[config.mk]
export PLATFORM = sky130hd
export DESIGN_NAME = prox_calib_status_irq_regs
export DESIGN_NICKNAME = d
export VERILOG_FILES = /design/src/prox_calib_status_irq_regs.v
export VERILOG_INCLUDE_DIRS = /design/src /design/src/inc
export SDC_FILE = /design/constraint.sdc
export NUM_CORES = 1
export LEC_CHECK = 0
export BUFFER_PORTS_ARGS = -buffer_cell sky130_fd_sc_hd__buf_2
export CAP_MARGIN = 10
export CORE_MARGIN = 5
export CORE_UTILIZATION = 50
export CTS_BUF_LIST = sky130_fd_sc_hd__clkbuf_8
export CTS_CLUSTER_SIZE = 10
export DETAILED_ROUTE_END_ITERATION = 8
export GPL_TIMING_DRIVEN = 1
export PLACE_DENSITY = 0.81
export SKIP_CTS_REPAIR_TIMING = 1
export SYNTH_ARGS = -nofsm -noshare
export SYNTH_HDL_FRONTEND = slang
export SYNTH_SLANG_ARGS = --single-unit
[constraint.sdc]
create_clock -name sys_clk -period 1.9 [get_ports sys_clk]
set_clock_uncertainty 0.15 [all_clocks]
set_input_delay 0.095 -clock sys_clk [delete_from_list [all_inputs] [get_ports sys_clk]]
set_output_delay 0.095 -clock sys_clk [all_outputs]
set_load 0.02 [all_outputs]
[src/inc/prox_irq_regs.vh]
// register offsets, field positions and reset values for the calibration status and irq block
`ifndef PROX_IRQ_REGS_VH
`define PROX_IRQ_REGS_VH
`define ADDR_CALIBRATION_STATUS 8'hDC
`define ADDR_INTERRUPT_ENABLE   8'hDD
`define ADDR_LOT_CODE_LOW       8'hE5
`define ADDR_LOT_CODE_HIGH      8'hE6
`define ADDR_FACTORY_TEST       8'hF9
`define BIT_CAL_DONE            0
`define BIT_OFFSET_AUTODEC      2
`define BIT_ZERO_DETECT_EN      1
`define BIT_CAL_IRQ_EN          2
`define BIT_SAT_IRQ_EN          3
`define BIT_PROX_IRQ_EN         4
`define BIT_PROX_MODE_SEL       5
`define RST_CALIBRATION_STATUS  8'h00
`define RST_INTERRUPT_ENABLE    8'h00
`define RST_FACTORY_TEST        8'h00
`define TEST_REQUIRED_VALUE     8'h07
`define LOT_CODE_LOW_DEFAULT    8'h5A
`define LOT_CODE_HIGH_DEFAULT   8'hA5
`endif

[src/prox_calib_status_irq_regs.v]
// calibration status, interrupt enable, lot code and test registers with irq gating
// Contract
// - set offset flag on automatic offset decrement
// - clear offset flag by write-one or disable
// - calibration done bit mirrors calibration irq flag
// - done bit clears only with calibration flag
// - mode bit selects level or state proximity
// - proximity flag forwarded only when enabled
// - separate saturation and calibration enables, reset zero
// - zero detect enable gates zero detect source
// - lot code bytes read only at E5/E6
// - decrement low offset when result reaches zero
// - calibration flag set when calibration completes
`timescale 1ns/1ps
`include "prox_irq_regs.vh"
module prox_calib_status_irq_regs #(
  parameter [7:0] LOT_LOW  = `LOT_CODE_LOW_DEFAULT,  // arbitrary value
  parameter [7:0] LOT_HIGH = `LOT_CODE_HIGH_DEFAULT  // arbitrary value
) (
  input  wire       sys_clk,
  input  wire       rst,
  input  wire       reg_wr,
  input  wire       reg_rd,
  input  wire [7:0] reg_addr,
  input  wire [7:0] reg_wdata,
  output reg  [7:0] reg_rdata,
  input  wire       auto_offset_decrement_en,
  input  wire       prox_result_zero,
  input  wire       calibration_complete,
  input  wire       calibration_irq_clear,
  input  wire       prox_level_cond,
  input  wire       prox_state_cond,
  input  wire       prox_irq_clear,
  input  wire       saturation_event,
  input  wire       zero_detect_event,
  output wire       offset_decrement,
  output wire       calibration_irq_flag,
  output wire       prox_irq_flag,
  output wire       prox_irq_mode_sel,
  output wire [7:0] factory_test_setting,
  output wire       irq_n
);
  // interrupt enable register, current and next value
  reg  [7:0] inten_q;
  reg  [7:0] inten_d;

  // test register, current and next value
  reg  [7:0] ftest_q;
  reg  [7:0] ftest_d;

  // offset decremented flag, current and next value
  reg        autodec_q;
  reg        autodec_d;

  // calibration flag, current and next value
  reg        cal_q;
  reg        cal_d;

  // proximity flag, current and next value
  reg        prox_q;
  reg        prox_d;

  // read data next value
  reg  [7:0] rdata_d;

  // decoded write strobes
  wire       wr_cs;
  wire       wr_ie;
  wire       wr_ft;

  // flag set and clear conditions
  wire       autodec_set;
  wire       autodec_clr;
  wire       prox_set;

  // interrupt sources, their enables and the gated view, one bit per source
  wire [3:0] irq_src;
  wire [3:0] irq_en;
  wire [3:0] irq_gated;
  wire       irq_any;

  // loop index for the per-source gating
  genvar     g;

  // write decode, one strobe per writable register
  assign wr_cs = reg_wr && (reg_addr == `ADDR_CALIBRATION_STATUS);
  assign wr_ie = reg_wr && (reg_addr == `ADDR_INTERRUPT_ENABLE);
  assign wr_ft = reg_wr && (reg_addr == `ADDR_FACTORY_TEST);

  // decrement request to the offset register when the result hits zero;
  // it stays high while the result sits at zero, and the offset register
  // outside decides how often it actually steps
  assign offset_decrement = auto_offset_decrement_en & prox_result_zero;

  // offset flag set term, the same event that steps the offset
  assign autodec_set = offset_decrement;

  // offset flag clear terms: write one to the bit, or turn the feature off
  assign autodec_clr = (wr_cs & reg_wdata[`BIT_OFFSET_AUTODEC]) | ~auto_offset_decrement_en;

  // proximity condition picked by the mode bit
  assign prox_irq_mode_sel = inten_q[`BIT_PROX_MODE_SEL];
  assign prox_set          = prox_irq_mode_sel ? prox_state_cond : prox_level_cond;

  // interrupt enable register, written as a whole byte; reserved bits keep
  // what the host writes so that a read shows exactly what was programmed
  always @* begin
    inten_d = inten_q;
    if (wr_ie) begin
      inten_d = reg_wdata;
    end
  end

  // test register, a plain byte the host must load during configuration
  always @* begin
    ftest_d = ftest_q;
    if (wr_ft) begin
      ftest_d = reg_wdata;
    end
  end

  // offset flag: set wins over both clears, so an event that lands in the
  // clearing cycle is not lost; the disable clear cannot race the set,
  // because the set itself needs the feature enabled
  always @* begin
    autodec_d = autodec_q;
    if (autodec_set) begin
      autodec_d = 1'h1;
    end else if (autodec_clr) begin
      autodec_d = 1'h0;
    end
  end

  // calibration flag: set by completion, cleared only by the main status
  // clear; writes to the calibration status byte never reach it
  always @* begin
    cal_d = cal_q;
    if (calibration_complete) begin
      cal_d = 1'h1;
    end else if (calibration_irq_clear) begin
      cal_d = 1'h0;
    end
  end

  // proximity flag: set by the condition the mode bit picked, set wins
  always @* begin
    prox_d = prox_q;
    if (prox_set) begin
      prox_d = 1'h1;
    end else if (prox_irq_clear) begin
      prox_d = 1'h0;
    end
  end

  // all control state on one synchronous reset
  always @(posedge sys_clk) begin
    if (rst) begin
      inten_q   <= `RST_INTERRUPT_ENABLE;
      ftest_q   <= `RST_FACTORY_TEST;
      autodec_q <= 1'h0;
      cal_q     <= 1'h0;
      prox_q    <= 1'h0;
    end else begin
      inten_q   <= inten_d;
      ftest_q   <= ftest_d;
      autodec_q <= autodec_d;
      cal_q     <= cal_d;
      prox_q    <= prox_d;
    end
  end

  // flag and register outputs, straight from the flip-flops
  assign calibration_irq_flag = cal_q;
  assign prox_irq_flag        = prox_q;
  assign factory_test_setting = ftest_q;

  // sources in enable-bit order: zero detect, calibration, saturation, proximity
  assign irq_src = {prox_q, saturation_event, cal_q, zero_detect_event};

  // enables sit on bits 4 down to 1 of the enable register
  assign irq_en = inten_q[`BIT_PROX_IRQ_EN:`BIT_ZERO_DETECT_EN];

  // gate each source by its own enable and by nothing else
  generate
    for (g = 0; g < 4; g = g + 1) begin : gate_src
      assign irq_gated[g] = irq_src[g] & irq_en[g];
    end
  endgenerate

  // any enabled source pulls the active-low line
  assign irq_any = |irq_gated;
  assign irq_n   = ~irq_any;

  // read mux; the status byte is built from the live flags, so bit 0 is the
  // calibration flag itself and never a second copy that could drift
  always @* begin
    rdata_d = reg_rdata;
    if (reg_rd) begin
      case (reg_addr)
        `ADDR_CALIBRATION_STATUS: begin
          rdata_d                      = 8'h00;
          rdata_d[`BIT_OFFSET_AUTODEC] = autodec_q;
          rdata_d[`BIT_CAL_DONE]       = cal_q;
        end
        `ADDR_INTERRUPT_ENABLE: begin
          rdata_d = inten_q;
        end
        `ADDR_LOT_CODE_LOW: begin
          rdata_d = LOT_LOW;
        end
        `ADDR_LOT_CODE_HIGH: begin
          rdata_d = LOT_HIGH;
        end
        `ADDR_FACTORY_TEST: begin
          rdata_d = ftest_q;
        end
        default: begin
          rdata_d = 8'h00;
        end
      endcase
    end
  end

  // registered read data, holds until the next read
  always @(posedge sys_clk) begin
    if (rst) begin
      reg_rdata <= 8'h00;
    end else begin
      reg_rdata <= rdata_d;
    end
  end

  // the lot code bytes have no write path at all, so a stray write to them
  // or to an unmapped address simply falls through the write decode above;
  // likewise bit 0 of the status byte has no write term, so the host can
  // only clear it through the main status clear that drops the flag itself
endmodule

# [Yosys cells after proc, flatten, opt, wreduce, memory -nomap -nowiden]
# Cells that the tools add are included.
[word_totals] register_bits=27 output_inout_bits=21 wordCells=35
[op_classes] eq_ne=5 n_mux=8 bitwise_logic=9 reduce_logical=7
[op_table] op="8-bit == test, second input constant" n=5
[op_table] op="8-bit case mux with 5 select lines" n=1
[op_table] op="1-bit 2-to-1 mux" n=7
[op_table] op="1-bit AND" n=6
[op_table] op="2-bit nonzero test" n=3
[op_table] op="4-bit OR reduction" n=1
[op_table] op="1-bit logical AND" n=3
[op_table] op="1-bit NOT" n=2
[op_table] op="1-bit bitwise OR" n=1

# [Longest topological paths before layout]
[depth] ltp_word=6 mapped_depth=6

# [Worst setup path before layout]
# OpenSTA, ideal clock, no wires.
[synth_path] path_kind="input to register" from="input reg_addr[5]" to="register autodec_q" setup_ns=0.131 t_arrival_ns=1.097 t_required_ns=1.619 path_slack_ns=0.522 cell_stages=5 n_path_buf=1 cell_sequence="buf_6 nand4b_1 or4_1 a21oi_1 nor3b_1"
[synth_between] elab_chain_len=5
[synth_lines] item="from (decl)" line_no="prox_calib_status_irq_regs.v:24" source="input wire [7:0] reg_addr,"
[synth_lines] item="8-bit == test"
[synth_lines] item="1-bit logical AND" line_no="prox_calib_status_irq_regs.v:86" source="assign wr_cs = reg_wr && (reg_addr == `ADDR_CALIBRATION_STATUS);"
[synth_lines] item="1-bit AND" line_no="prox_calib_status_irq_regs.v:99" source="assign autodec_clr = (wr_cs & reg_wdata[`BIT_OFFSET_AUTODEC]) | ~auto_offset_decrement_en;"
[synth_lines] item="1-bit bitwise OR" line_no="prox_calib_status_irq_regs.v:99"
[synth_lines] item="2-bit nonzero test (no line)"
[synth_lines] item="to (signal assigned)" line_no="prox_calib_status_irq_regs.v:166" source="autodec_q <= autodec_d;"
[synth_lines] item="to (decl)" line_no="prox_calib_status_irq_regs.v:52" source="reg autodec_q;"
# No other way between the ends.
# A chain may end at the register's enable or synchronous reset.

# [Worst setup path in the final report]
[layout_path] from="register inten_q[5]" to="register prox_q (netlist: prox_irq_flag)"
[layout_between] elab_chain_len=2 elab_cells_between_ends=3 classes_between="mux: 2; reduce/logical: 1"
[layout_lines] item="from (decl)" line_no="prox_calib_status_irq_regs.v:44" source="reg [7:0] inten_q;"
[layout_lines] item="from (signal assigned)" line_no="prox_calib_status_irq_regs.v:158" source="inten_q <= `RST_INTERRUPT_ENABLE;"
[layout_lines] item="from (signal assigned)" line_no="prox_calib_status_irq_regs.v:164" source="inten_q <= inten_d;"
[layout_lines] item="1-bit 2-to-1 mux *" line_no="prox_calib_status_irq_regs.v:103" source="assign prox_set = prox_irq_mode_sel ? prox_state_cond : prox_level_cond;"
[layout_lines] item="1-bit 2-to-1 mux / 2-bit nonzero test (equally long branches)"
[layout_lines] item="to (signal assigned)" line_no="prox_calib_status_irq_regs.v:168" source="prox_q <= prox_d;"
[layout_lines] item="to (decl)" line_no="prox_calib_status_irq_regs.v:60" source="reg prox_q;"
# Mark *: on every way between the ends. The rest lies on a longest branch, timed or not.

==> results.txt <==
----------------------------------------------------
[Cells and area]
  Fillers ... ~200
  Combined flip-flop and latch cell area ... 540.5 um^2
  Fraction of final layout cells sized beyond drive strength 1 ... between 30% and 40%
  Post-layout net count ... ~230
  Area growth, synth to finish ... 31.10%
  Final Util ... a little over two thirds
  Footprint of the multi-input gates ... 743.2 um^2
  Count of inserted antenna diode cells ... 0

[Yosys]
  Synthesized area per cell ... just under 10 um^2
  Primary flip-flop cell chosen by synthesis mapping ... sky130_fd_sc_hd__dfxtp_1
  Synth top area cells ... sky130_fd_sc_hd__dfxtp_1 (41%), sky130_fd_sc_hd__mux2i_1 (14%), sky130_fd_sc_hd__nor2_1 (5.4%), sky130_fd_sc_hd__a31oi_1 (3.8%), sky130_fd_sc_hd__o21ai_0 (3.0%)
  Number of flops mapped to enable cells by yosys ... 0
  Yosys warns ... 0
  Fraction of synthesis flops using an asynchronous set or reset pin ... 0%
  Leading cell type by number of instances after synthesis ... sky130_fd_sc_hd__dfxtp_1
  Leading post-synthesis cells by instance count ... sky130_fd_sc_hd__dfxtp_1 (27), sky130_fd_sc_hd__mux2i_1 (19), sky130_fd_sc_hd__nor2_1 (19)
  Post-Syn Area ... between 1000 and 1500 um^2
  Synth area leader ... sky130_fd_sc_hd__dfxtp_1
  Seq/Total Area, Yosys ... between 40% and 50%
  Number of nets in the synthesized netlist ... between 150 and 200
  Number of register bits inferred by synthesis ... 27
  Share of Yosys cell area claimed by the top area cell type ... 40.72%
  Syn Inst Count ... 138
  Distinct cell type count after synthesis ... 34

[Clock tree]
  Clk buf depth ... 2
  TritonCTS clock tree ... built
  CTS H-tree depth ... 1
  TritonCTS Sinks ... 27
  Clock latency of the later-clocked register in the worst-skew pair ... 0.27 ns
  CTS root buf ... sky130_fd_sc_hd__clkbuf_8
  Clock transition time at the flip-flop clock pins of the worst setup and hold paths ... 0.09 ns
  TritonCTS Buffers ... 3

[Critical path]
  Maximum fanout along the worst path ... 4
  Capturing element type of the critical path ... flip-flop
  Data arrival time of the critical path ... about 1.6 ns
  Highest-delay cell along the critical path ... sky130_fd_sc_hd__dlygate4sd3_1
  Data required time at the worst endpoint ... about 1.9 ns
  Startpoint Class ... flip-flop
  Worst path bufs/invs ... 1
  CP cell instances ... mux2i_1 > a21oi_1 > dlygate4sd3_1
  Biggest cell delay along the critical path ... ~0.57 ns
  Category of cells accounting for the largest share of critical-path delay ... buffers and inverters
  Crit Path Class ... reg -> reg

[Route]
  Total DRC errors in the routed layout ... 0
  Average routed wire per standard cell ... 15.95 um
  Vias per inst ... 5.639
  Number of detailed-route iterations in the first pass ... 4
  Antenna viol nets, final ... 0
  DRT Wirelength ... about 3600 um
  Vias after detailed routing ... ~1300
  Number of DRC violations after detailed-routing iteration 0 ... 32

[Floorplanning]
  DIE AREA ... between 3000 and 4000 um^2
  Vertical extent of the die ... around 60 um
  Area of the core ... between 2000 and 2500 um^2
  Floorplan die width ... 61.53 um
  Top-level I/O count ... 50
  Initial Util ... around 53%
  Placement Rows ... 18

[Global routing]
  First-pass GRT wire length ... 5554 um
  Number of global-route vias before repair ... 1323
  Remaining global-route overflow ... 0
  Initial antenna violation count ... 0
  Global-route total usage across every layer ... approximately a fifth
  Pin count of the biggest net entering global routing ... 24

[Timing]
  Fin. max-slew vios ... 0
  Setup TNS ... 0 ns
  Hold Vio Cnt, Final ... 0
  Min Clock Period, post-route ... around 1.6 ns
  Number of setup violations in the final report ... 0
  Top achievable clock speed ... around 0.64 GHz
  Post-route fraction of the period consumed by the critical path ... between 80% and 90%
  Remaining max-slew budget at the tightest pin ... a little under three quarters
  Pin slew with the least headroom to its limit ... between 0.4 and 0.5 ns
  Unrepaired setup endpoints after global routing ... false

[Pwr]
  Total power per unit cell area ... 588.8 nW/um^2
  Worst IR Drop VDD ... about 0.54 mV
  Total leakage power ... approximately 0.87 nW

[Worst hold path]
  Min-delay worst type ... in -> reg

[Outcome]
  Status ... complete, no violations

[Placed design]
  Number of buffers inserted by port buffering ... between 40 and 50
  Final weighted congestion in routability-driven placement ... roughly 0.8
  Placed wire-length estimate after detailed placement ... approximately 2700 um

[Job]
  Count of maximum capacitance violations ... 0

----------------------------------------------------
per-layer routing:
layer | part of all wire [%] | up-vias | global-route usage, %
met2 | 48 | 48 | 32.44
met5 | 0 | - | 0
met1 | 44 | 593 | 23.47
li1 | - | 634 | -
met3 | 7.1 | 5 | 3.564
met4 | 1.1 | 0 | 9.091
worst register-to-register path, cell delays in order, from the launching register on:
cell and delay (ns):
sky130_fd_sc_hd__dfxtp_1 0.43, sky130_fd_sc_hd__mux2i_1 0.22, sky130_fd_sc_hd__a21oi_1 0.08, sky130_fd_sc_hd__dlygate4sd3_1 0.57
power breakdown:
group / leakage, nW / switching (mW) / internal (mW) / total (mW)
Sequential: 0.218 / 0.00356 / 0.570 / 0.573
Combinational: 0.624 / 0.0623 / 0.0591 / 0.121
Clock: 0.0255 / 0.183 / 0.147 / 0.330
Total: 0.867 / 0.249 / 0.776 / 1.02
worst paths after layout:
check	startpoint	end	slack, ns	cells past startpoint
max	inten_q[5]	prox_irq_flag	0.34	3
min	prox_result_zero	autodec_q	0.008	3
max reg2reg	inten_q[5]	prox_irq_flag	0.34	3
min reg2reg	reg_rdata[6]	reg_rdata[6]	0.32	2
kinds of logic after synthesis:
logic type / share of synthesized area [%]
buffers and inverters: 3.299
muxes: 14.33
and+or+nand+nor: 23.94
DFF: 40.72
AOI/OAI and AO/OA: 17.72
registers in the layout, indices dropped and copies added (netlist names):
signal and flops:
factory_test_setting 8, inten_q 8, reg_rdata 8, autodec_q 1, calibration_irq_flag 1, prox_irq_flag 1
area by class of cell:
class | instances | share of cell area (%)
Tap cell | 30 | 2.157
Multi-Input combinational cell | 103 | 42.70
Timing Repair Buffer | 61 | 20.99
Inverter | 2 | 0.4313
Clock inverter | 1 | 0.2876
Clock buffer | 3 | 2.372
Sequential cell | 27 | 31.06
cells in the final DEF (no fill, tap or decap), drive strengths merged, types with 2 or more instances in the layout:
cell / Yosys / final
a21o: 4 / 4
a21oi: 3 / 3
a22o: 2 / 2
a31oi: 8 / 8
a32oi: 2 / 2
and2: 2 / 2
and4: 2 / 2
and4b: 3 / 3
buf: 4 / 49
clkbuf: 2 / 3
dfxtp: 27 / 27
dlygate4sd3: 0 / 12
inv: 2 / 2
mux2i: 19 / 19
nand2: 8 / 8
nand2b: 5 / 5
nand3: 2 / 2
nand4b: 2 / 2
nor2: 19 / 19
nor4: 2 / 2
o21ai: 8 / 8
o311ai: 2 / 2
through the flow:
step	cells	instance area [um^2]	power (mW)	worst slack (ns)	hold WS, ns
after floorplan	138	1328	0.6350	0.5218	0.06243
after global routing	227	1740	1.060	0.2885	0.02189
after detailed placement	211	1574	0.6864	0.2568	0.1997
after CTS	215	1620	1.008	0.4147	-0.08912
after global placement	211	1574	0.6813	0.3458	0.1470
final	227	1740	1.025	0.3424	0.007814
Power figures use the tool's default switching activity.
